==> src/lem_pkg.sv <==
// constants and types for the link error monitor
`default_nettype none

package lem_pkg;

  // ****************************************
  // data widths
  // ****************************************
  localparam int unsigned CNT_W       = 8;
  localparam logic [7:0]  CNT_MAX     = 8'hFF;
  localparam logic [7:0]  CNT_ZERO    = 8'h00;
  localparam logic [7:0]  CNT_ONE     = 8'h01;

  // ****************************************
  // register indexes (byte address = 4 * index)
  // ****************************************
  localparam logic [7:0]  IDX_CFG      = 8'h08;
  localparam logic [7:0]  IDX_DET      = 8'h10;
  localparam logic [7:0]  IDX_CORR     = 8'h12;
  localparam logic [7:0]  IDX_PRBS     = 8'h13;
  localparam logic [7:0]  IDX_THR_DET  = 8'h20;
  localparam logic [7:0]  IDX_THR_CORR = 8'h21;
  localparam logic [7:0]  IDX_STAT     = 8'h30;
  localparam logic [7:0]  IDX_MASK     = 8'h31;
  localparam logic [7:0]  IDX_STATE    = 8'h32;

  // ****************************************
  // fields and reset values
  // ****************************************
  localparam int unsigned CFG_PRBS_BIT = 0;
  localparam int unsigned CFG_AUTO_BIT = 2;
  localparam logic [7:0]  CFG_WMASK    = 8'h05;
  localparam logic [7:0]  CFG_RESET    = 8'h00;
  localparam logic [7:0]  THR_RESET    = 8'h00;
  localparam int unsigned IRQ_W        = 3;
  localparam int unsigned IRQ_FLAG     = 0;
  localparam int unsigned IRQ_DROP     = 1;
  localparam int unsigned IRQ_LOCK     = 2;
  localparam logic [2:0]  IRQ_RESET    = 3'h0;

  // ****************************************
  // timing
  // ****************************************
  localparam logic [4:0]  WIN_LEN      = 5'h10;
  localparam logic [4:0]  BAD_LIMIT    = 5'(WIN_LEN >> 2);
  localparam int unsigned CLK_NS       = 50;
  localparam int unsigned AUTO_CLR_NS  = 1000;
  localparam logic [4:0]  AUTO_CLR_CYC = 5'(AUTO_CLR_NS / CLK_NS);

  // ****************************************
  // bus and states
  // ****************************************
  localparam logic [1:0]  HTRANS_NONSEQ = 2'h2;

  typedef enum logic {
    LEM_HUNT   = 1'b0,
    LEM_LOCKED = 1'b1
  } lem_lock_t;

endpackage : lem_pkg

`default_nettype wire

==> src/lem_top.sv <==
// link error monitor: error counters, lock watch, error flag and AHB-Lite registers
//
// The implementer's own choice: the AHB-Lite register port.
`default_nettype none

module lem_top
  import lem_pkg::*;
(
  // clock and reset
  input  wire logic              i_clock,
  input  wire logic              i_rst_n,
  // ahb-lite slave
  input  wire logic              i_hsel,
  input  wire logic [31:0]       i_haddr,
  input  wire logic [1:0]        i_htrans,
  input  wire logic              i_hwrite,
  input  wire logic [2:0]        i_hsize,
  input  wire logic [31:0]       i_hwdata,
  input  wire logic              i_hready,
  output logic                   o_hreadyout,
  output logic [31:0]            o_hrdata,
  output logic                   o_hresp,
  // link events from the decoder
  input  wire logic              i_sym_strobe,
  input  wire logic              i_code_err,
  input  wire logic              i_det_err,
  input  wire logic              i_corr_err,
  input  wire logic              i_prbs_err,
  input  wire logic              i_video_lock_acq,
  // status outputs
  output logic                   o_video_lock,
  output logic                   o_relock_req,
  output logic                   o_err_n_o,
  output logic                   o_err_n_oe,
  output logic                   o_irq
);

  import lem_pkg::*;

  // ****************************************
  // helpers
  // ****************************************
  function automatic logic [CNT_W-1:0] sat_inc(input logic [CNT_W-1:0] v, input logic inc);
    sat_inc = (inc && v != CNT_MAX) ? CNT_W'(v + CNT_ONE) : v;
  endfunction

  function automatic logic [CNT_W-1:0] cnt_next(input logic [CNT_W-1:0] v, input logic inc,
                                                input logic clr);
    // a new error in the clearing cycle survives
    cnt_next = clr ? (inc ? CNT_ONE : CNT_ZERO) : sat_inc(v, inc);
  endfunction

  // ****************************************
  // state
  // ****************************************
  lem_lock_t          lock_q, lock_d;
  logic [4:0]         win_q, win_d, bad_q, bad_d;
  logic [7:0]         det_q, det_d, corr_q, corr_d, prbs_cnt_q, prbs_cnt_d;
  logic               flag_q, flag_d;
  logic [4:0]         tmr_q, tmr_d;
  logic [7:0]         cfg_q, cfg_d, thr_det_q, thr_det_d, thr_corr_q, thr_corr_d;
  logic [IRQ_W-1:0]   stat_q, stat_d, mask_q, mask_d;
  logic               irq_q, irq_d;
  logic               dph_wr_q, dph_wr_d;
  logic [7:0]         dph_idx_q, dph_idx_d;
  logic [31:0]        hrdata_q, hrdata_d;

  logic               prbs_on, auto_en, count_on, drop, lock_acq;
  logic               accept, in_map, rd_det, rd_corr, rd_prbs, auto_on, auto_fire;
  logic               clr_all, any_clr, inc_det, inc_corr, inc_prbs, inc_any, exceed;
  logic [7:0]         a_idx;

  assign prbs_on  = cfg_q[CFG_PRBS_BIT];
  assign auto_en  = cfg_q[CFG_AUTO_BIT];

  // ****************************************
  // ahb-lite address phase decode
  // ****************************************
  assign accept  = i_hsel && i_hready && i_htrans[1];
  assign in_map  = (i_haddr[31:10] == 22'h0);
  assign a_idx   = i_haddr[9:2];
  assign rd_det  = accept && !i_hwrite && in_map && a_idx == IDX_DET;
  assign rd_corr = accept && !i_hwrite && in_map && a_idx == IDX_CORR;
  assign rd_prbs = accept && !i_hwrite && in_map && a_idx == IDX_PRBS;

  always_comb begin
    hrdata_d  = 32'h0;
    dph_wr_d  = accept && i_hwrite && in_map;
    dph_idx_d = a_idx;
    if (accept && !i_hwrite && in_map) begin
      unique case (a_idx)
        IDX_CFG:      hrdata_d = {24'h0, cfg_q};
        IDX_DET:      hrdata_d = {24'h0, det_q};
        IDX_CORR:     hrdata_d = {24'h0, corr_q};
        IDX_PRBS:     hrdata_d = {24'h0, prbs_cnt_q};
        IDX_THR_DET:  hrdata_d = {24'h0, thr_det_q};
        IDX_THR_CORR: hrdata_d = {24'h0, thr_corr_q};
        IDX_STAT:     hrdata_d = {29'h0, stat_q};
        IDX_MASK:     hrdata_d = {29'h0, mask_q};
        IDX_STATE:    hrdata_d = {29'h0, prbs_on, flag_q, lock_q == LEM_LOCKED};
        default:      hrdata_d = 32'h0;
      endcase
    end
  end

  // ****************************************
  // lock watch and error rate
  // ****************************************
  assign lock_acq = (lock_q == LEM_HUNT) && i_video_lock_acq;
  assign drop     = (lock_q == LEM_LOCKED) && i_sym_strobe && i_code_err && (5'(bad_q + 5'h1) >= BAD_LIMIT);

  always_comb begin
    lock_d = lock_q;
    win_d  = win_q;
    bad_d  = bad_q;
    unique case (lock_q)
      LEM_HUNT: begin
        win_d = 5'h0;
        bad_d = 5'h0;
        if (i_video_lock_acq) begin
          lock_d = LEM_LOCKED;
        end
      end
      LEM_LOCKED: begin
        if (drop) begin
          lock_d = LEM_HUNT;
        end else if (i_sym_strobe) begin
          if (5'(win_q + 5'h1) == WIN_LEN) begin
            win_d = 5'h0;
            bad_d = 5'h0;
          end else begin
            win_d = 5'(win_q + 5'h1);
            bad_d = 5'(bad_q + {4'h0, i_code_err});
          end
        end
      end
    endcase
  end

  // ****************************************
  // counters and error flag
  // ****************************************
  // detected and corrected counting frozen while hunting
  assign count_on  = (lock_q == LEM_LOCKED) && !prbs_on;
  assign inc_det   = count_on && i_det_err;
  assign inc_corr  = count_on && i_corr_err;
  assign inc_prbs  = prbs_on && i_prbs_err;
  assign inc_any   = inc_det || inc_corr || inc_prbs;
  // no automatic clear in PRBS test
  assign auto_on   = auto_en && !prbs_on && flag_q;
  assign auto_fire = auto_on && (tmr_q == 5'(AUTO_CLR_CYC - 5'h1));
  assign clr_all   = lock_acq || auto_fire;
  assign any_clr   = clr_all || rd_det || rd_corr || rd_prbs;

  always_comb begin
    if (prbs_on) begin
      det_d  = CNT_ZERO;
      corr_d = CNT_ZERO;
    end else begin
      det_d  = cnt_next(det_q, inc_det, clr_all || rd_det);
      corr_d = cnt_next(corr_q, inc_corr, clr_all || rd_corr);
    end
    prbs_cnt_d = cnt_next(prbs_cnt_q, inc_prbs, rd_prbs);
    exceed = prbs_on ? (prbs_cnt_d != CNT_ZERO) : ((det_d > thr_det_q) || (corr_d > thr_corr_q));
    // release on clear unless a new error lands and exceed is set
    flag_d = (any_clr ? 1'b0 : (flag_q || exceed)) || (exceed && inc_any);
    tmr_d  = (auto_on && !auto_fire) ? 5'(tmr_q + 5'h1) : 5'h0;
  end

  // ****************************************
  // register writes and interrupt
  // ****************************************
  always_comb begin
    cfg_d      = cfg_q;
    thr_det_d  = thr_det_q;
    thr_corr_d = thr_corr_q;
    mask_d     = mask_q;
    stat_d     = stat_q;
    if (dph_wr_q) begin
      unique case (dph_idx_q)
        IDX_CFG:      cfg_d = i_hwdata[7:0] & CFG_WMASK;
        IDX_THR_DET:  thr_det_d = i_hwdata[7:0];
        IDX_THR_CORR: thr_corr_d = i_hwdata[7:0];
        IDX_MASK:     mask_d = i_hwdata[IRQ_W-1:0];
        IDX_STAT:     stat_d = stat_q & ~i_hwdata[IRQ_W-1:0];
        default:      cfg_d = cfg_q;
      endcase
    end
    stat_d[IRQ_FLAG] = stat_d[IRQ_FLAG] || (flag_d && !flag_q);
    stat_d[IRQ_DROP] = stat_d[IRQ_DROP] || drop;
    stat_d[IRQ_LOCK] = stat_d[IRQ_LOCK] || lock_acq;
    irq_d = |(stat_d & mask_d);
  end

  always_ff @(posedge i_clock) begin
    if (!i_rst_n) begin
      lock_q     <= LEM_HUNT;
      win_q      <= 5'h0;
      bad_q      <= 5'h0;
      det_q      <= CNT_ZERO;
      corr_q     <= CNT_ZERO;
      prbs_cnt_q <= CNT_ZERO;
      flag_q     <= 1'b0;
      tmr_q      <= 5'h0;
      cfg_q      <= CFG_RESET;
      thr_det_q  <= THR_RESET;
      thr_corr_q <= THR_RESET;
      stat_q     <= IRQ_RESET;
      mask_q     <= IRQ_RESET;
      irq_q      <= 1'b0;
      dph_wr_q   <= 1'b0;
      dph_idx_q  <= 8'h00;
      hrdata_q   <= 32'h0;
    end else begin
      lock_q     <= lock_d;
      win_q      <= win_d;
      bad_q      <= bad_d;
      det_q      <= det_d;
      corr_q     <= corr_d;
      prbs_cnt_q <= prbs_cnt_d;
      flag_q     <= flag_d;
      tmr_q      <= tmr_d;
      cfg_q      <= cfg_d;
      thr_det_q  <= thr_det_d;
      thr_corr_q <= thr_corr_d;
      stat_q     <= stat_d;
      mask_q     <= mask_d;
      irq_q      <= irq_d;
      dph_wr_q   <= dph_wr_d;
      dph_idx_q  <= dph_idx_d;
      hrdata_q   <= hrdata_d;
    end
  end

  // ****************************************
  // outputs
  // ****************************************
  assign o_hreadyout  = 1'b1;
  assign o_hresp      = 1'b0;
  assign o_hrdata     = hrdata_q;
  assign o_video_lock = (lock_q == LEM_LOCKED);
  assign o_relock_req = (lock_q == LEM_HUNT);
  assign o_err_n_o    = 1'b0;
  assign o_err_n_oe   = flag_q;
  assign o_irq        = irq_q;
endmodule : lem_top

`default_nettype wire

==> config.mk <==
export PLATFORM = sky130hd
export DESIGN_NAME = lem_top
export DESIGN_NICKNAME = d
export VERILOG_FILES = /design/src/lem_pkg.sv /design/src/lem_top.sv
export SDC_FILE = /design/constraint.sdc
export NUM_CORES = 1
export LEC_CHECK = 0
export ABC_AREA = 0
export BUFFER_PORTS_ARGS = -buffer_cell sky130_fd_sc_hd__buf_4
export CAP_MARGIN = 20
export CORE_MARGIN = 2
export CORE_UTILIZATION = 41
export CTS_CLUSTER_SIZE = 24
export DETAILED_ROUTE_END_ITERATION = 12
export PLACE_DENSITY = 0.71
export SLEW_MARGIN = 40
export SYNTH_ARGS = -nofsm -noshare
export SYNTH_HDL_FRONTEND = slang
export SYNTH_SLANG_ARGS = --single-unit
export TNS_END_PERCENT = 50
==> constraint.sdc <==
create_clock -name i_clock -period 4.2 [get_ports i_clock]
set_input_delay 0.21 -clock i_clock [delete_from_list [all_inputs] [get_ports i_clock]]
set_output_delay 0.21 -clock i_clock [all_outputs]
set_load 0.005 [all_outputs]
=== Word-level counts from Yosys, hierarchy flattened ===
Index checks and enable logic that the tools add are counted.

* Word-level logic and storage cells: 133
* Register bits: 107

* Multiplexer cells: 29
* Order comparisons: 3
* Bitwise gates (word level): 4
* Eq/ne operators: 21
* Reduce and logical (&&, ||, !) cells: 52
* Add/subtract/negate cells: 7

{| class="wikitable"
|+ Operators by type and width
! kind !! number
|-
| 8-bit by 6-bit equality test with 1-bit output (second input constant) || 9
|-
| 8-bit case mux with 9 select lines || 1
|-
| 8-bit two-way mux || 8
|-
| 5-bit two-way mux || 6
|-
| 1-bit logical AND || 26
|-
| 8-bit by 1-bit adder with 8-bit output (second input constant) || 3
|-
| 8-bit by 5-bit equality test with 1-bit output (second input constant) || 3
|-
| 8-bit inequality test (second input constant) || 3
|-
| 22-bit logical NOT || 1
|-
| 5-bit case mux with 2 select lines || 2
|-
| 8-bit by 4-bit equality test with 1-bit output (second input constant) || 2
|-
| 8-bit > comparator || 2
|-
| 5-bit by 1-bit adder with 5-bit output (second input constant) || 3
|-
| 1-bit logical OR || 13
|-
| 3-bit two-way mux || 4
|-
| 2-bit AND reduction || 6
|-
| 5-bit equality test (second input constant) || 2
|-
| 8-bit nonzero test || 1
|-
| 1-bit two-way mux || 7
|-
| 3-bit AND || 2
|-
| 5-bit by 1-bit adder with 5-bit output || 1
|-
| 5-bit by 3-bit greater-or-equal comparator with 1-bit output (second input constant) || 1
|-
| 1-bit logical NOT || 4
|-
| 2-bit inequality test (second input constant) || 2
|-
| 4 further kinds || 4
|}

=== Longest topological paths before layout ===
* Depth in word-level cells: 18
* Mapped depth: 14

=== Least setup slack after synthesis ===
Ideal clock, no wire load.

* Path type: flip-flop to flip-flop
* Start: register tmr_q[0]
* End: register irq_q (netlist: o_irq)
* Data arrival time: 2.713 ns
* Data required time: 4.068 ns
* Period minus slack after synthesis: 2.845 ns
* Slack: 1.355 ns
* Path buffers: 0
* Cell stages (with the launch flop): 14
* Cell sequence: dfxtp_1 ha_1 nand4bb_1 o32ai_1 nor2_1 nand2_1 nor2_1 ha_1 nor2b_1 o211ai_1 a21oi_1 o21ba_2 o21ai_0 o31ai_1

* Longest elaborated chain between the ends: 16
* Elaborated cells between the ends (all ways): 23

{| class="wikitable"
|+ RTL lines
! element !! RTL line !! text
|-
| start: declaration || lem_top.sv:60 || <nowiki>logic [4:0] tmr_q, tmr_d;</nowiki>
|-
| start signal: assignment || lem_top.sv:222 || <nowiki>tmr_q <= tmr_d;</nowiki>
|-
| 5-bit equality test * || lem_top.sv:151 || <nowiki>assign auto_fire = auto_on && (tmr_q == 5'(AUTO_CLR_CYC - 5'h1));</nowiki>
|-
| 1-bit logical AND * || lem_top.sv:151 ||
|-
| 1-bit logical OR * || lem_top.sv:152 || <nowiki>assign clr_all = lock_acq || auto_fire;</nowiki>
|-
| 1-bit logical OR * || lem_top.sv:161 || <nowiki>corr_d = cnt_next(corr_q, inc_corr, clr_all || rd_corr);</nowiki>
|-
| 8-bit two-way mux * || lem_top.sv:50 || <nowiki>cnt_next = clr ? (inc ? CNT_ONE : CNT_ZERO) : sat_inc(v, inc);</nowiki>
|-
| 8-bit two-way mux * || lem_top.sv:156 || <nowiki>if (prbs_on) begin</nowiki>
|-
| net corr_d[1] || lem_top.sv:58 || <nowiki>logic [7:0] det_q, det_d, corr_q, corr_d, prbs_cnt_q, prbs_cnt_d;</nowiki>
|-
| 8-bit > comparator * || lem_top.sv:164 || <nowiki>exceed = prbs_on ? (prbs_cnt_d != CNT_ZERO) : ((det_d > thr_det_q) || (corr_d > thr_corr_q));</nowiki>
|-
| 1-bit logical OR * || lem_top.sv:164 ||
|-
| 1-bit two-way mux * || lem_top.sv:164 ||
|-
| 1-bit logical OR || lem_top.sv:166 || <nowiki>flag_d = (any_clr ? 1'b0 : (flag_q || exceed)) || (exceed && inc_any);</nowiki>
|-
| 1-bit two-way mux || lem_top.sv:166 ||
|-
| 1-bit logical OR * || lem_top.sv:166 ||
|-
| 1-bit logical AND * || lem_top.sv:189 || <nowiki>stat_d[IRQ_FLAG] = stat_d[IRQ_FLAG] || (flag_d && !flag_q);</nowiki>
|-
| 1-bit logical OR * || lem_top.sv:189 ||
|-
| 3-bit AND * || lem_top.sv:192 || <nowiki>irq_d = |(stat_d & mask_d);</nowiki>
|-
| 3-bit OR reduction * || lem_top.sv:192 ||
|-
| end signal: assignment || lem_top.sv:228 || <nowiki>irq_q <= irq_d;</nowiki>
|-
| end: declaration || lem_top.sv:63 || <nowiki>logic irq_q, irq_d;</nowiki>
|}

The timed path passes the listed nets; every way through them passes the cells marked *.
A chain may end at the register's enable or synchronous reset.

=== Worst setup path after layout ===
* Start: register cfg_q[0]
* End: register flag_q (netlist: o_err_n_oe)

* Longest elaborated chain between the ends: 14
* Elaborated cells between the ends (all ways): 38

{| class="wikitable"
|+ RTL lines
! element !! RTL line !! text
|-
| start: declaration || lem_top.sv:61 || <nowiki>logic [7:0] cfg_q, cfg_d, thr_det_q, thr_det_d, thr_corr_q, thr_corr_d;</nowiki>
|-
| start signal: assignment || lem_top.sv:223 || <nowiki>cfg_q <= cfg_d;</nowiki>
|-
| 1-bit logical NOT || lem_top.sv:144, lem_top.sv:150 ||
|-
| 1-bit logical AND (2 in a row) || lem_top.sv:150 || <nowiki>assign auto_on = auto_en && !prbs_on && flag_q;</nowiki>
|-
| 1-bit logical AND || lem_top.sv:151 ||
|-
| 1-bit logical OR || lem_top.sv:152 ||
|-
| 1-bit logical OR || lem_top.sv:160 || <nowiki>det_d = cnt_next(det_q, inc_det, clr_all || rd_det);</nowiki>
|-
| 8-bit two-way mux || lem_top.sv:50 ||
|-
| 8-bit two-way mux * || lem_top.sv:156 ||
|-
| net det_d[5] || lem_top.sv:58 ||
|-
| 8-bit > comparator * || lem_top.sv:164 ||
|-
| 1-bit logical OR * || lem_top.sv:164 ||
|-
| 1-bit two-way mux * || lem_top.sv:164 ||
|-
| 1-bit logical OR || lem_top.sv:166 ||
|-
| 1-bit two-way mux || lem_top.sv:166 ||
|-
| 1-bit logical OR * || lem_top.sv:166 ||
|-
| end signal: assignment || lem_top.sv:221 || <nowiki>flag_q <= flag_d;</nowiki>
|-
| end: declaration || lem_top.sv:59 || <nowiki>logic flag_q, flag_d;</nowiki>
|}

Marks and branches as above.

==> metrics.txt <==
outcome complete, no violations; hold path cells 2; Primary FF master, synth dfxtp_1; Residual DRC 0; Initial Util a little over two fifths; clock latency at the later pin of the worst-skew pair 0.35 ns; R2R Setup Slk 0.77 ns; async set or reset register ratio after synthesis 0%; Diodes inserted 0; PwrDens 319 nW/um^2; fin nets 723; drt first pass iters 8; Post-CTS Setup Inserts 0; Vias 4191; Crit Path Class reg2reg; register area share after synthesis 34.5%; CP Capture Type register; Final Power between 1500 and 2000 uW; max-cap violation count 0; Seq cells post-synth 83; hpwl dp 9150 um; met1 Resource Use GR about a quarter; Routed Antenna Nets 0; CP startpoint kind register; final RePlAce weighted congestion approximately 0.88; WL/cell about 15 um; Syn Inst Count 565; Synth area leaders dfxtp_1, nor2_1, mux2i_1, ha_1, buf_4; Slew HR roughly half; Iteration-0 DRC Markers 183; R2R Path Start cfg_q[0]$_SDFFE_PN0P_; leading cell types by count after synthesis nor2_1, dfxtp_1, nand2_1; met2 GRT Util 31.4%; cell with the most instances after synthesis nor2_1; hold crit path type in2reg; cell count of the worst reg-to-reg path 13; Worst-Margin Slew 0.755 ns; Root Buffer clkbuf_16; worst-path fanout max 19; f_max 0.292 GHz; core area ~11000 um^2; Vias/cell approximately 5.5; Post-CTS Resized 0; pre-CTS setup slack 0.815 ns; global-route met3 utilization 4.21%; total wire length 11900 um; Area growth syn-to-layout 15.6%; Post-CTS Hold Buffers 0; # rows 39; Die Y 112 um; synth warn 0; clock sink total 83; GRT Util Overall 18.6%; Lkg Pwr around 0.0022 uW; Hold Crit Start i_sym_strobe; Reg clk slew, reported paths ~0.070 ns; initial antenna violation count 0; Peak supply drop approximately 0.19 mV; count of cell types in the netlist 64; endpoints failing setup 0; minimum clock period 3.43 ns; syn avg cell area 8.51 um^2; max-slew violation count 0; Die W 112 um; clk_skew 0.0118 ns; worst endpoint data arrival time between 3 and 4 ns; required time worst endpoint around 4.4 ns; mapped cell area between 4000 and 5000 um^2; fill count between 1000 and 1500; Overflow after GRT 0; final hold viol count 0; CTS buffer count 9; largest net degree at the start of global routing 26; area leader, netlist dfxtp_1; vias in the first global route 4083; H-tree levels 3; setup_tns 0 ns; CTS tree yes; port bufs 61; global-route wire length before repair 19200 um; IO Count 119; CTS Buffer Depth 2; RSZ-0062 raised after global routing false; EDFF count, synth 0; Worst Hold Endpoint o_video_lock$_SDFF_PN0_; final setup margin 0.773 ns; Yosys top cell area share 34.5%; final period utilization 81.6%; die area 12600 um^2; Critical R2R Capture o_err_n_oe$_SDFF_PN0_; share of layout cells above drive strength 1 roughly 16%; grt peak-use layer met2
## where the power goes
part	internal [uW]	switching, uW
sequential	799	14.4
combinational	68.2	79.3
clock	470	345
total	1340	439
## layer usage
layer | vias to the layer above | share of wire (%) | wire, um
met1 | 1979 | 44 | 5220
met2 | 120 | 49 | 5760
met3 | 20 | 5.6 | 660
li1 | 2072 | - | -
met5 | - | 0 | 0
met4 | 0 | 1.8 | 216
## state kept, by name (all words and copies together) (netlist names), 5 cells and up
name        cells
dph_idx_q       8
prbs_cnt_q      8
det_q           8
bad_q           5
thr_corr_q      8
o_hrdata        8
thr_det_q       8
corr_q          8
win_q           5
tmr_q           5
## cell usage in the layout, fill, tap and decap left out, drive strengths merged, types with 19 or more instances in the layout
cell type and instances:
dfxtp 83, buf 63, nand2 38, xor2 19, conb 27, nor2 90, inv 27, ha 23
nand3 25, mux2i 30
## logic make-up after synthesis
group,count (synthesis),synth area share [%]
fa+ha+maj,23,5.98
flops,83,34.5
simple gates,241,26.2
other cells,2,0.156
buf+inv,68,8.01
compound gates,90,13.4
xor+xnor,28,5.10
mux,30,6.50
## worst max path at each step
stage / slack (ns) / cells after the start / start / end
2_1_floorplan: 1.36 / 13 / tmr_q[0]$_SDFF_PN0_ / o_irq$_SDFF_PN0_
5_1_grt: 0.34 / 13 / cfg_q[0]$_SDFFE_PN0P_ / o_err_n_oe$_SDFF_PN0_
3_3_place_gp: 0.88 / 13 / cfg_q[0]$_SDFFE_PN0P_ / o_irq$_SDFF_PN0_
3_5_place_dp: 0.82 / 13 / cfg_q[0]$_SDFFE_PN0P_ / o_err_n_oe$_SDFF_PN0_
6_report: 0.77 / 13 / cfg_q[0]$_SDFFE_PN0P_ / o_err_n_oe$_SDFF_PN0_
4_1_cts: 0.78 / 13 / cfg_q[0]$_SDFFE_PN0P_ / o_err_n_oe$_SDFF_PN0_
## area by class of cell
type | instances | area [um^2] | area share [%]
clock inverters | 6 | 72.6 | 1.30
multi-input cells | 439 | 2860 | 51.4
inverters | 24 | 90.1 | 1.62
well taps | 143 | 179 | 3.22
repair buffers | 63 | 473 | 8.50
clock buffers | 10 | 229 | 4.12
flip-flops and latches | 83 | 1660 | 29.9
## critical path, stage by stage (launching register included)
cell	delay [ns]
dfxtp_1	0.54
nand3b_1	0.27
a41oi_1	0.32
and3_1	0.25
nand4_1	0.12
xor2_1	0.22
nor2_1	0.07
ha_1	0.32
a211oi_1	0.28
nor2_1	0.08
nor3_1	0.15
a21oi_1	0.09
o21ai_0	0.43
o31ai_1	0.13
## through the flow
stage                     hold WS [ns]  util (%)  instances  instance area (um^2)
after floorplan                  0.325         -        590                  4900
after global placement           0.429      46.1        752                  5260
after detailed placement         0.438      46.1        752                  5260
after CTS                       0.0731      48.7        768                  5560
after global routing            0.0795      48.7        768                  5560
final                           0.0795      48.7        768                  5560
Power figures use the tool's default switching activity.
